### config.mk
export PLATFORM = sky130hd
export DESIGN_NAME = fdma_top
export DESIGN_NICKNAME = d
export VERILOG_FILES = /design/src/fdma_pkg.sv /design/src/fdma_top.sv
export VERILOG_INCLUDE_DIRS = /design/src
export SDC_FILE = /design/constraint.sdc
export NUM_CORES = 2
export LEC_CHECK = 0
export BUFFER_PORTS_ARGS = -buffer_cell sky130_fd_sc_hd__buf_2
export CORE_MARGIN = 2
export CORE_UTILIZATION = 35
export CTS_CLUSTER_DIAMETER = 120
export CTS_CLUSTER_SIZE = 16
export DETAILED_ROUTE_END_ITERATION = 6
export GPL_TIMING_DRIVEN = 0
export PLACE_DENSITY = 0.55
export RECOVER_POWER = 100
export SETUP_SLACK_MARGIN = 0.02
export SYNTH_ARGS = -nofsm -noshare
export SYNTH_HDL_FRONTEND = slang
export SYNTH_SLANG_ARGS = --single-unit
export TNS_END_PERCENT = 1
### constraint.sdc
create_clock -name ref_clk_i -period 5.55 [get_ports ref_clk_i]
set_input_delay 0.2775 -clock ref_clk_i [delete_from_list [all_inputs] [get_ports ref_clk_i]]
set_output_delay 0.2775 -clock ref_clk_i [all_outputs]
set_load 0.05 [all_outputs]
### src/fdma_params.svh
`ifndef FDMA_PARAMS_SVH
`define FDMA_PARAMS_SVH

// Port addresses on the host I/O space.
`define FDMA_A_C1_CNT 16'h0003
`define FDMA_A_C2_ADDR 16'h0004
`define FDMA_A_C2_CNT 16'h0005
`define FDMA_A_C3_ADDR 16'h0006
`define FDMA_A_C3_CNT 16'h0007
`define FDMA_A_CMD 16'h0008
`define FDMA_A_REQ 16'h0009
`define FDMA_A_MASK 16'h000A
`define FDMA_A_MODE 16'h000B
`define FDMA_A_PTR_CLR 16'h000C
`define FDMA_A_PAGE2 16'h0081
`define FDMA_A_PAGE3 16'h0082
`define FDMA_A_PAGE01 16'h0083

// Command register bit positions.
`define FDMA_CMD_M2M 0
`define FDMA_CMD_HOLD0 1
`define FDMA_CMD_DIS 2
`define FDMA_CMD_COMP 3
`define FDMA_CMD_ROT 4
`define FDMA_CMD_EXTW 5
`define FDMA_CMD_REQLO 6
`define FDMA_CMD_ACKHI 7

// Stored mode field (write data bits 7:2 kept as bits 5:0).
`define FDMA_MODE_AUTO 2
`define FDMA_MODE_DEC 3

// Reset values, and the byte returned by reads of write-only or unmapped ports.
`define FDMA_CMD_RST 8'h00
`define FDMA_MASK_RST 4'hF
`define FDMA_ILLEGAL_RD 8'h00

// Memory request kinds carried in the FIFO word.
`define FDMA_KIND_WRITE 2'h0
`define FDMA_KIND_READ 2'h1
`define FDMA_KIND_SRC 2'h2
`define FDMA_KIND_DST 2'h3

// FIFO shape: kind, 20-bit address, data byte.
`define FDMA_FIFO_W 30
`define FDMA_FIFO_D 16

`endif

### src/fdma_pkg.sv
package fdma_pkg;

  // Engine states.
  typedef enum logic {
    FDMA_IDLE,
    FDMA_XFER
  } fdma_state_e;

  // Service mode, in the order of mode bits 7:6.
  typedef enum logic [1:0] {
    FDMA_SVC_DEMAND,
    FDMA_SVC_SINGLE,
    FDMA_SVC_BLOCK,
    FDMA_SVC_CASCADE
  } fdma_svc_e;

  // Transfer type, in the order of mode bits 3:2.
  typedef enum logic [1:0] {
    FDMA_TYPE_VERIFY,
    FDMA_TYPE_WRITE,
    FDMA_TYPE_READ,
    FDMA_TYPE_ILLEGAL
  } fdma_type_e;

  // One memory request word.
  typedef logic [29:0] fdma_word_t;

endpackage

### src/fdma_top.sv
`timescale 1ns/100ps
`include "fdma_params.svh"

////////////////////////////////////////////////////////////////////////////////
// Parameterised FIFO between the transfer engine and the memory side.
module fdma_fifo #(
  parameter int WIDTH = 8,
  parameter int DEPTH = 16
) (
  // Clock and reset.
  input wire logic ref_clk_i,
  input wire logic srst_i,
  // Filling side.
  input wire logic in_valid_i,
  output logic in_ready_o,
  input wire logic [WIDTH-1:0] in_data_i,
  // Draining side.
  output logic out_valid_o,
  input wire logic out_ready_i,
  output logic [WIDTH-1:0] out_data_o
);
  localparam int AW = $clog2(DEPTH);

  logic [WIDTH-1:0] mem [DEPTH]; // Storage array.
  logic [AW-1:0] wr_ptr, next_wr_ptr; // Next slot to fill.
  logic [AW-1:0] rd_ptr, next_rd_ptr; // Oldest slot.
  logic [AW:0] count, next_count; // Words held.
  logic push; // A word enters this cycle.
  logic pop; // A word leaves this cycle.

  // Full and empty come from the count, so they never lie.
  assign in_ready_o = (count != DEPTH[AW:0]);
  assign out_valid_o = (count != '0);
  assign out_data_o = mem[rd_ptr];
  assign push = in_valid_i & in_ready_o;
  assign pop = out_valid_o & out_ready_i;

  // Pointer and count update.
  always_comb begin
    next_wr_ptr = push ? wr_ptr + 1'b1 : wr_ptr;
    next_rd_ptr = pop ? rd_ptr + 1'b1 : rd_ptr;
    next_count = count + {{AW{1'b0}}, push} - {{AW{1'b0}}, pop};
  end

  // Registers; the array needs no reset since count guards it.
  always_ff @(posedge ref_clk_i) begin
    if (srst_i) begin
      wr_ptr <= '0;
      rd_ptr <= '0;
      count <= '0;
    end else begin
      wr_ptr <= next_wr_ptr;
      rd_ptr <= next_rd_ptr;
      count <= next_count;
    end
    if (push) begin
      mem[wr_ptr] <= in_data_i;
    end
  end
endmodule

////////////////////////////////////////////////////////////////////////////////
// Four-channel transfer controller with its I/O-mapped programming ports.
module fdma_top (
  // Clock and reset.
  input wire logic ref_clk_i,
  input wire logic srst_i,
  // Host I/O port; data is a two-way pin split in three.
  input wire logic [15:0] io_addr_i,
  input wire logic io_write_strobe_n_i,
  input wire logic io_read_strobe_n_i,
  input wire logic [7:0] io_data_i,
  output logic [7:0] io_data_o,
  output logic io_data_oe_o,
  // Peripheral handshake.
  input wire logic [3:0] transfer_request_input_i,
  output logic [3:0] transfer_acknowledge_output_o,
  output logic terminal_count_o,
  input wire logic [7:0] periph_data_i,
  // Memory request stream.
  output logic mem_valid_o,
  input wire logic mem_ready_i,
  output logic [1:0] mem_kind_o,
  output logic [19:0] mem_addr_o,
  output logic [7:0] mem_data_o,
  // Cycle timing selection for the memory side.
  output logic compressed_timing_o,
  output logic extended_write_o
);
  import fdma_pkg::*;

  //////////////////////////////////////////////////////////////////////////////
  // State.
  logic [15:0] base_addr [4], next_base_addr [4]; // Reload address.
  logic [15:0] cur_addr [4], next_cur_addr [4]; // Working address.
  logic [15:0] base_cnt [4], next_base_cnt [4]; // Reload count.
  logic [15:0] cur_cnt [4], next_cur_cnt [4]; // Working count.
  logic [5:0] mode [4], next_mode [4]; // Mode bits 7:2 per channel.
  logic [3:0] page01, next_page01; // Shared page of channels 0 and 1.
  logic [3:0] page2, next_page2; // Channel 2 page.
  logic [3:0] page3, next_page3; // Channel 3 page.
  logic [7:0] cmd, next_cmd; // Command register.
  logic [3:0] mask, next_mask; // Channel masks.
  logic [3:0] sw_req, next_sw_req; // Software requests.
  logic [3:0] tc_flag, next_tc_flag; // Sticky terminal count flags.
  logic byte_ptr, next_byte_ptr; // High byte when set.
  logic iow_prev, next_iow_prev; // Write strobe one cycle back.
  logic ior_prev, next_ior_prev; // Read strobe one cycle back.
  fdma_state_e state, next_state; // Engine state.
  logic [1:0] chan, next_chan; // Channel in service.
  logic [1:0] last, next_last; // Last served, lowest when rotating.
  logic gap, next_gap; // Idle cycle of normal timing.
  logic phase, next_phase; // Copy mode: destination half.
  // Registered outputs.
  logic [7:0] next_io_data;
  logic next_io_data_oe;
  logic [3:0] next_ack;
  logic next_tc_out;
  logic next_mem_valid;
  fdma_word_t next_mem_word;
  logic next_comp;
  logic next_extw;

  // FIFO hookup.
  logic push_valid; // Engine offers a word.
  fdma_word_t push_word; // Word offered.
  logic fifo_in_ready; // FIFO has room.
  logic fifo_out_valid; // FIFO holds a word.
  logic fifo_out_ready; // Output stage takes a word.
  fdma_word_t fifo_out_word; // Oldest FIFO word.

  logic [3:0] req_on; // Request inputs after polarity.
  logic [3:0] elig; // Channels asking for service.

  //////////////////////////////////////////////////////////////////////////////
  // Helpers.

  // Picks the next channel; fixed order starts at 0, rotating after last.
  function automatic logic [2:0] pick(input logic [3:0] want, input logic rot,
                                      input logic [1:0] lo);
    logic [2:0] res;
    logic [1:0] idx;
    res = 3'h0;
    for (int k = 3; k >= 0; k--) begin
      idx = rot ? lo + 2'(k + 1) : 2'(k);
      if (want[idx]) begin
        res = {1'b1, idx};
      end
    end
    return res;
  endfunction

  // Page bits for a channel; never touched by the 16-bit counter.
  function automatic logic [3:0] page_of(input logic [1:0] c, input logic [3:0] p01,
                                         input logic [3:0] p2, input logic [3:0] p3);
    return (c == 2'h2) ? p2 : (c == 2'h3) ? p3 : p01;
  endfunction

  //////////////////////////////////////////////////////////////////////////////
  // Request sense, one slice per channel.
  for (genvar g = 0; g < 4; g++) begin : g_req
    assign req_on[g] = transfer_request_input_i[g] ^ cmd[`FDMA_CMD_REQLO];
    // Masks block the pin only; a software request always counts.
    assign elig[g] = (req_on[g] & ~mask[g]) | sw_req[g];
  end

  //////////////////////////////////////////////////////////////////////////////
  // FIFO in the memory request path; a full FIFO stalls the engine.
  fdma_fifo #(
    .WIDTH(`FDMA_FIFO_W),
    .DEPTH(`FDMA_FIFO_D)
  ) u_fifo (
    .ref_clk_i(ref_clk_i),
    .srst_i(srst_i),
    .in_valid_i(push_valid),
    .in_ready_o(fifo_in_ready),
    .in_data_i(push_word),
    .out_valid_o(fifo_out_valid),
    .out_ready_i(fifo_out_ready),
    .out_data_o(fifo_out_word)
  );

  assign fifo_out_ready = ~mem_valid_o | mem_ready_i;

  //////////////////////////////////////////////////////////////////////////////
  // Next-state logic for host ports, engine and outputs.
  always_comb begin
    logic wr;
    logic rd;
    logic [7:0] d;
    logic [2:0] sel;
    logic m2m;
    logic comp;
    logic [1:0] x;
    logic [1:0] ty;
    logic [1:0] svc;
    logic tc;
    wr = 1'b0;
    rd = 1'b0;
    d = io_data_i;
    sel = 3'h0;
    m2m = 1'b0;
    comp = 1'b0;
    x = 2'h0;
    ty = 2'h0;
    svc = 2'h0;
    tc = 1'b0;
    next_base_addr = base_addr;
    next_cur_addr = cur_addr;
    next_base_cnt = base_cnt;
    next_cur_cnt = cur_cnt;
    next_mode = mode;
    next_page01 = page01;
    next_page2 = page2;
    next_page3 = page3;
    next_cmd = cmd;
    next_mask = mask;
    next_sw_req = sw_req;
    next_tc_flag = tc_flag;
    next_byte_ptr = byte_ptr;
    next_iow_prev = io_write_strobe_n_i;
    next_ior_prev = io_read_strobe_n_i;
    next_state = state;
    next_chan = chan;
    next_last = last;
    next_gap = gap;
    next_phase = phase;
    next_io_data = io_data_o;
    next_tc_out = 1'b0;
    push_valid = 1'b0;
    push_word = '0;

    // An access is taken on the first cycle its strobe is seen low.
    wr = iow_prev & ~io_write_strobe_n_i;
    rd = ior_prev & ~io_read_strobe_n_i;

    // Host writes.
    if (wr) begin
      unique case (io_addr_i)
        `FDMA_A_C1_CNT, `FDMA_A_C2_CNT, `FDMA_A_C3_CNT: begin
          x = io_addr_i[2:1];
          // Both base and current take the byte the pointer names.
          if (byte_ptr) begin
            next_base_cnt[x][15:8] = d;
            next_cur_cnt[x][15:8] = d;
          end else begin
            next_base_cnt[x][7:0] = d;
            next_cur_cnt[x][7:0] = d;
          end
          next_byte_ptr = ~byte_ptr;
        end
        `FDMA_A_C2_ADDR, `FDMA_A_C3_ADDR: begin
          x = io_addr_i[2:1];
          if (byte_ptr) begin
            next_base_addr[x][15:8] = d;
            next_cur_addr[x][15:8] = d;
          end else begin
            next_base_addr[x][7:0] = d;
            next_cur_addr[x][7:0] = d;
          end
          next_byte_ptr = ~byte_ptr;
        end
        `FDMA_A_CMD: next_cmd = d;
        `FDMA_A_REQ: next_sw_req[d[1:0]] = d[2];
        `FDMA_A_MASK: next_mask[d[1:0]] = d[2];
        `FDMA_A_MODE: next_mode[d[1:0]] = d[7:2];
        `FDMA_A_PTR_CLR: next_byte_ptr = 1'b0;
        `FDMA_A_PAGE2: next_page2 = d[3:0];
        `FDMA_A_PAGE3: next_page3 = d[3:0];
        `FDMA_A_PAGE01: next_page01 = d[3:0];
        default: begin
        end
      endcase
    end

    // Host reads; data is caught on the strobe's first low cycle.
    if (rd) begin
      next_io_data = `FDMA_ILLEGAL_RD;
      unique case (io_addr_i)
        `FDMA_A_C1_CNT, `FDMA_A_C2_CNT, `FDMA_A_C3_CNT: begin
          x = io_addr_i[2:1];
          next_io_data = byte_ptr ? cur_cnt[x][15:8] : cur_cnt[x][7:0];
          next_byte_ptr = ~byte_ptr;
        end
        `FDMA_A_C2_ADDR, `FDMA_A_C3_ADDR: begin
          x = io_addr_i[2:1];
          next_io_data = byte_ptr ? cur_addr[x][15:8] : cur_addr[x][7:0];
          next_byte_ptr = ~byte_ptr;
        end
        `FDMA_A_CMD: begin
          next_io_data = {elig, tc_flag};
          next_tc_flag = 4'h0; // Flags clear on read; a new one set below wins.
        end
        default: begin
        end
      endcase
    end

    // Timing selections; compressed is void in copy mode.
    comp = cmd[`FDMA_CMD_COMP] & ~cmd[`FDMA_CMD_M2M];
    next_comp = comp;
    next_extw = cmd[`FDMA_CMD_EXTW] & ~comp;

    // Transfer engine.
    unique case (state)
      FDMA_IDLE: begin
        sel = pick(elig, cmd[`FDMA_CMD_ROT], last);
        if (!cmd[`FDMA_CMD_DIS] && sel[2]) begin
          next_state = FDMA_XFER;
          next_chan = sel[1:0];
          next_last = sel[1:0];
          next_gap = 1'b0;
          next_phase = 1'b0;
        end
      end
      FDMA_XFER: begin
        m2m = cmd[`FDMA_CMD_M2M] && (chan == 2'h0);
        svc = mode[chan][5:4];
        ty = mode[chan][1:0];
        // Copy mode counts on channel 1; otherwise on the served channel.
        x = m2m ? 2'h1 : chan;
        if (cmd[`FDMA_CMD_DIS]) begin
          next_state = FDMA_IDLE;
        end else if (!m2m && svc == FDMA_SVC_CASCADE) begin
          // Cascade only passes the acknowledge; type is void here.
          if (!elig[chan]) begin
            next_state = FDMA_IDLE;
          end
        end else if (gap) begin
          next_gap = 1'b0;
        end else if (!m2m && svc == FDMA_SVC_DEMAND && !elig[chan]) begin
          next_state = FDMA_IDLE;
        end else if ((m2m || ty == FDMA_TYPE_WRITE || ty == FDMA_TYPE_READ) &&
                     !fifo_in_ready) begin
          // Stall with acknowledge held until the FIFO has room.
        end else if (m2m && !phase) begin
          // Source half of a copy: read at channel 0.
          push_valid = 1'b1;
          push_word = {`FDMA_KIND_SRC, page01, cur_addr[0], 8'h00};
          if (!cmd[`FDMA_CMD_HOLD0]) begin
            next_cur_addr[0] = mode[0][`FDMA_MODE_DEC] ? cur_addr[0] - 16'h0001
                                                        : cur_addr[0] + 16'h0001;
          end
          next_phase = 1'b1;
          next_gap = ~comp;
        end else begin
          if (m2m) begin
            push_valid = 1'b1;
            push_word = {`FDMA_KIND_DST, page01, cur_addr[1], 8'h00};
          end else if (ty == FDMA_TYPE_WRITE) begin
            push_valid = 1'b1;
            push_word = {`FDMA_KIND_WRITE, page_of(chan, page01, page2, page3),
                         cur_addr[chan], periph_data_i};
          end else if (ty == FDMA_TYPE_READ) begin
            push_valid = 1'b1;
            push_word = {`FDMA_KIND_READ, page_of(chan, page01, page2, page3),
                         cur_addr[chan], 8'h00};
          end
          // Verify and the illegal type step counters with no memory cycle.
          tc = (cur_cnt[x] == 16'h0000);
          next_cur_addr[x] = mode[x][`FDMA_MODE_DEC] ? cur_addr[x] - 16'h0001
                                                      : cur_addr[x] + 16'h0001;
          next_cur_cnt[x] = cur_cnt[x] - 16'h0001;
          next_phase = 1'b0;
          next_gap = ~comp;
          if (tc) begin
            next_tc_flag[x] = 1'b1;
            next_tc_out = 1'b1;
            next_sw_req[chan] = 1'b0;
            if (mode[x][`FDMA_MODE_AUTO]) begin
              next_cur_addr[x] = base_addr[x];
              next_cur_cnt[x] = base_cnt[x];
            end
          end
          if (tc || (!m2m && svc == FDMA_SVC_SINGLE)) begin
            next_state = FDMA_IDLE;
          end
        end
      end
    endcase

    // Acknowledge for the channel in service, at the chosen polarity.
    for (int i = 0; i < 4; i++) begin
      next_ack[i] = ((next_state == FDMA_XFER) && (next_chan == 2'(i)) &&
                     !(cmd[`FDMA_CMD_M2M] && next_chan == 2'h0)) ~^
                    cmd[`FDMA_CMD_ACKHI];
    end

    // Data pin is driven while a read of a readable port is under way.
    next_io_data_oe = ~io_read_strobe_n_i &&
                      (io_addr_i >= `FDMA_A_C1_CNT) && (io_addr_i <= `FDMA_A_CMD);

    // Output stage of the memory stream.
    next_mem_valid = mem_valid_o;
    next_mem_word = {mem_kind_o, mem_addr_o, mem_data_o};
    if (fifo_out_ready) begin
      next_mem_valid = fifo_out_valid;
      next_mem_word = fifo_out_word;
    end
  end

  //////////////////////////////////////////////////////////////////////////////
  // Registers only.
  always_ff @(posedge ref_clk_i) begin
    if (srst_i) begin
      for (int i = 0; i < 4; i++) begin
        base_addr[i] <= 16'h0000;
        cur_addr[i] <= 16'h0000;
        base_cnt[i] <= 16'h0000;
        cur_cnt[i] <= 16'h0000;
        mode[i] <= 6'h00;
      end
      page01 <= 4'h0;
      page2 <= 4'h0;
      page3 <= 4'h0;
      cmd <= `FDMA_CMD_RST;
      mask <= `FDMA_MASK_RST;
      sw_req <= 4'h0;
      tc_flag <= 4'h0;
      byte_ptr <= 1'b0;
      iow_prev <= 1'b1;
      ior_prev <= 1'b1;
      state <= FDMA_IDLE;
      chan <= 2'h0;
      last <= 2'h3;
      gap <= 1'b0;
      phase <= 1'b0;
      io_data_o <= 8'h00;
      io_data_oe_o <= 1'b0;
      transfer_acknowledge_output_o <= 4'hF;
      terminal_count_o <= 1'b0;
      mem_valid_o <= 1'b0;
      {mem_kind_o, mem_addr_o, mem_data_o} <= '0;
      compressed_timing_o <= 1'b0;
      extended_write_o <= 1'b0;
    end else begin
      base_addr <= next_base_addr;
      cur_addr <= next_cur_addr;
      base_cnt <= next_base_cnt;
      cur_cnt <= next_cur_cnt;
      mode <= next_mode;
      page01 <= next_page01;
      page2 <= next_page2;
      page3 <= next_page3;
      cmd <= next_cmd;
      mask <= next_mask;
      sw_req <= next_sw_req;
      tc_flag <= next_tc_flag;
      byte_ptr <= next_byte_ptr;
      iow_prev <= next_iow_prev;
      ior_prev <= next_ior_prev;
      state <= next_state;
      chan <= next_chan;
      last <= next_last;
      gap <= next_gap;
      phase <= next_phase;
      io_data_o <= next_io_data;
      io_data_oe_o <= next_io_data_oe;
      transfer_acknowledge_output_o <= next_ack;
      terminal_count_o <= next_tc_out;
      mem_valid_o <= next_mem_valid;
      {mem_kind_o, mem_addr_o, mem_data_o} <= next_mem_word;
      compressed_timing_o <= next_comp;
      extended_write_o <= next_extw;
    end
  end
endmodule

==> out/metrics.cfg <==
[critical_path]
arrival_ps=5870
end_kind=register
crit_path_start_kind=register
critPathKind=reg2reg
crit_buf_inv=5
crit_path_cell_trace=buf_2 > clkbuf_4 > clkbuf_4 > clkbuf_4 > mux4_2 > ha_1 > nor2_1 > a21boi_2 > nor2_1 > buf_2 > and3_1 > and2_1
cp.required_ps=5960
crit_path_max_fanout=19
cpPeakStageDelay_ps=590
critical_path.most_common_cell=clkbuf_4
cp_top_family=buffers and inverters
crit_path_top_delay_cell=and3_1

[grt]
grt_usage=0.223
grt.overflow.total=0
grt_max_degree=22
antenna_found_initial=4
grt_pass1_wl_um=185000
grt_pass1_vias=26700

[place]
portBuffers=84
dp_hpwl_um=92300
gp_congestion=1.00

[floorplanning]
rows=121
initial_utilization=0.353
die_x_um=335
dieArea_um2=113000
core-area_um2=109000
die_h_um=335
ioPinCount=88

[sta]
period_needed_ps=5460
rsz0062_at_grt=no
finalSetupViolCount=0
min_period_over_period=0.984
relSlewSlack=-0.0202
fmax_mhz=183
drv_slew=17
finalHoldViolCount=0
fin_skew_ps=40.4
tightest_slew_ps=1520

[hold_path]
hold_class=in2reg

[run_status]
violations=capacitance limit, slew limit
run_status=finished with violations

[clock_tree]
clk_path_buf_depth=3
cts_root_buf=clkbuf_16
clkTransAtPathRegs_ps=80
htreeDepth=2
cts_sinks=862
clk_latency_ps=690
cts_buffers=59
cts_tree=built

[route]
drt_wl_total_um=128000
ant_nets=0
route.vias.total=27200
firstDrtPassIters=6
wl_per_cell_um=26.2
initialDrtViolationCount=2706
drcViolationCount=0
vias_per_cell=5.60

[yosys]
synthDistinctLibCells=87
ys_seq_area_frac=0.574
synthCells=3222
ys_warn_count=0
synth.area.top_cells=edfxtp_1 (37%), dfxtp_1 (20%), mux4_2 (11%), nand2_1 (5.2%), mux2i_1 (3.6%)
synth_top_area_frac=0.375
synth_nets=3302
avgSynthCellArea_um2=11.9
synthArstFlopShare=0
synth_edf_count=480
netlist_area_um2=38500
synth-main-ff-cell=edfxtp_1
synth_top_cell_by_area=edfxtp_1
synth_seq_cells=862

[pwr]
leakage_nw=14.3
pwr_density_cell_nw_per_um2=289
fin_total_pwr_mw=12.4
ir_drop_v=0.000376

[run]
maxCapViolCount=1

[cells_and_area]
num-fill-cells=10600
fin_util=0.395
drive_gt1_frac=0.127
areaGrowthSynthToFinish_pct=11.7
fin_nets=3494

## synth_stat cells (all sizes together) (46+ instances only)
master    n
a211oi   80
a21oi   227
a311oi   46
buf      67
clkbuf  151
dfxtp   382
edfxtp  480
mux2i   140
mux4    187
nand2   534
nor2    281
nor2b    68
nor3     49
o21ai    73
## area by class of cell
cell class              count  area (µm²)  share of cell area
clock buffers              92        1610              0.0375
clock inverters             3        80.1             0.00186
inverters                  34         131             0.00306
repair buffers            140         890              0.0207
multi-input cells        2108       15500               0.361
diodes                      1        2.50           0.0000582
flip-flops and latches    862       22100               0.513
plain buffers             209         930              0.0216
well taps                1414        1770              0.0412
## worst paths after layout
check	from	end	slack, ps	depth (start not counted)
max reg2reg	chan[1]	u_fifo.mem[0][1]	90	12
max	chan[1]	u_fifo.mem[0][1]	90	12
min reg2reg	mem_data_o[4]	mem_data_o[4]	450	2
min	io_data_i[6]	base_addr[30]	30	3
## worst reg2reg max path, stage by stage (launching register included)
cell and delay, ps:
dfxtp_1 550, buf_2 360, clkbuf_4 430, clkbuf_4 450, clkbuf_4 430, mux4_2 400
ha_1 220, nor2_1 410, a21boi_2 220, nor2_1 220, buf_2 320, and3_1 590
and2_1 570
## per-layer routing
layer | vias to the layer above | GRT usage | share of wire
li1 | 12300 | - | -
met3 | 233 | 0.0384 | 0.072
met5 | - | 0 | 0.000086
met2 | 1084 | 0.367 | 0.47
met4 | 2 | 0.0812 | 0.039
met1 | 13600 | 0.295 | 0.42
## power breakdown
| group | switching (mW) | internal, mW |
|---|---|---|
| Sequential | 0.0273 | 6.70 |
| Combinational | 0.928 | 0.498 |
| Clock | 2.26 | 2.00 |
## through the flow
step / hold slack [ps] / setup slack (ps) / cell area [µm²] / TNS, ps / std cells
2_1_floorplan: 384 / -418 / 38500 / -37590 / 3222
3_3_place_gp: 439 / -5970 / 40700 / -2965090 / 4720
3_5_place_dp: 441 / -2350 / 41400 / -1464960 / 4760
4_1_cts: 6.10 / 37.6 / 43300 / 0 / 4858
5_1_grt: 22.4 / 13.5 / 43000 / 0 / 4862
6_report: 35.0 / 91.4 / 43000 / 0 / 4863
## sequential cells by signal, summed over array words and instances, names as in the netlist, 5 cells and up
register      count
u_fifo.mem      480
base_addr        64
base_cnt         64
cur_addr         64
cur_cnt          64
mode             24
mem_addr_o       20
cmd               8
io_data_o         8
mem_data_o        8
u_fifo.count      5
## placed cells by master, fill, tap and decap left out, types with 8 or more instances in the layout
master         instances
nand2_1              534
edfxtp_1             480
dfxtp_1              382
nor2_1               267
clkbuf_1             244
a21oi_1              222
mux4_2               187
mux2i_1              140
a211oi_1              73
nor2b_1               68
o21ai_0               61
clkbuf_16             59
buf_2                 47
a311oi_1              46
and3_1                45
nor3_1                39
ha_1                  36
xnor2_1               35
inv_1                 33
o22ai_1               26
xor2_1                21
nand2b_1              20
nand3_1               20
clkbuf_2              19
buf_1                 19
nor4_1                16
buf_6                 15
o211ai_1              13
nor2_2                13
and2_1                12
or3_1                 12
o21ai_1               11
buf_4                 11
a31oi_1               11
nand3b_1              10
a31o_2                10
nor3_2                 8
a21o_1                 8
dlygate4sd3_1          8
## cells by family after synthesis
logic type,share of synthesized area
simple gates,0.127
flops,0.574
xor+xnor,0.0128
mux,0.148
compound gates,0.0982
fa+ha+maj,0.0133
buf+inv,0.0275
## timing repair
action / 4_1_cts / 5_1_grt
pin swaps: 1 / 1
setup endpoints to repair: 1097 / 267
hold buffers: 8 / 0
hold endpoints to repair: 8 / 0
setup buffers: 2 / 5
resized for setup: 52 / 7
(Power assumes the default switching activity.)
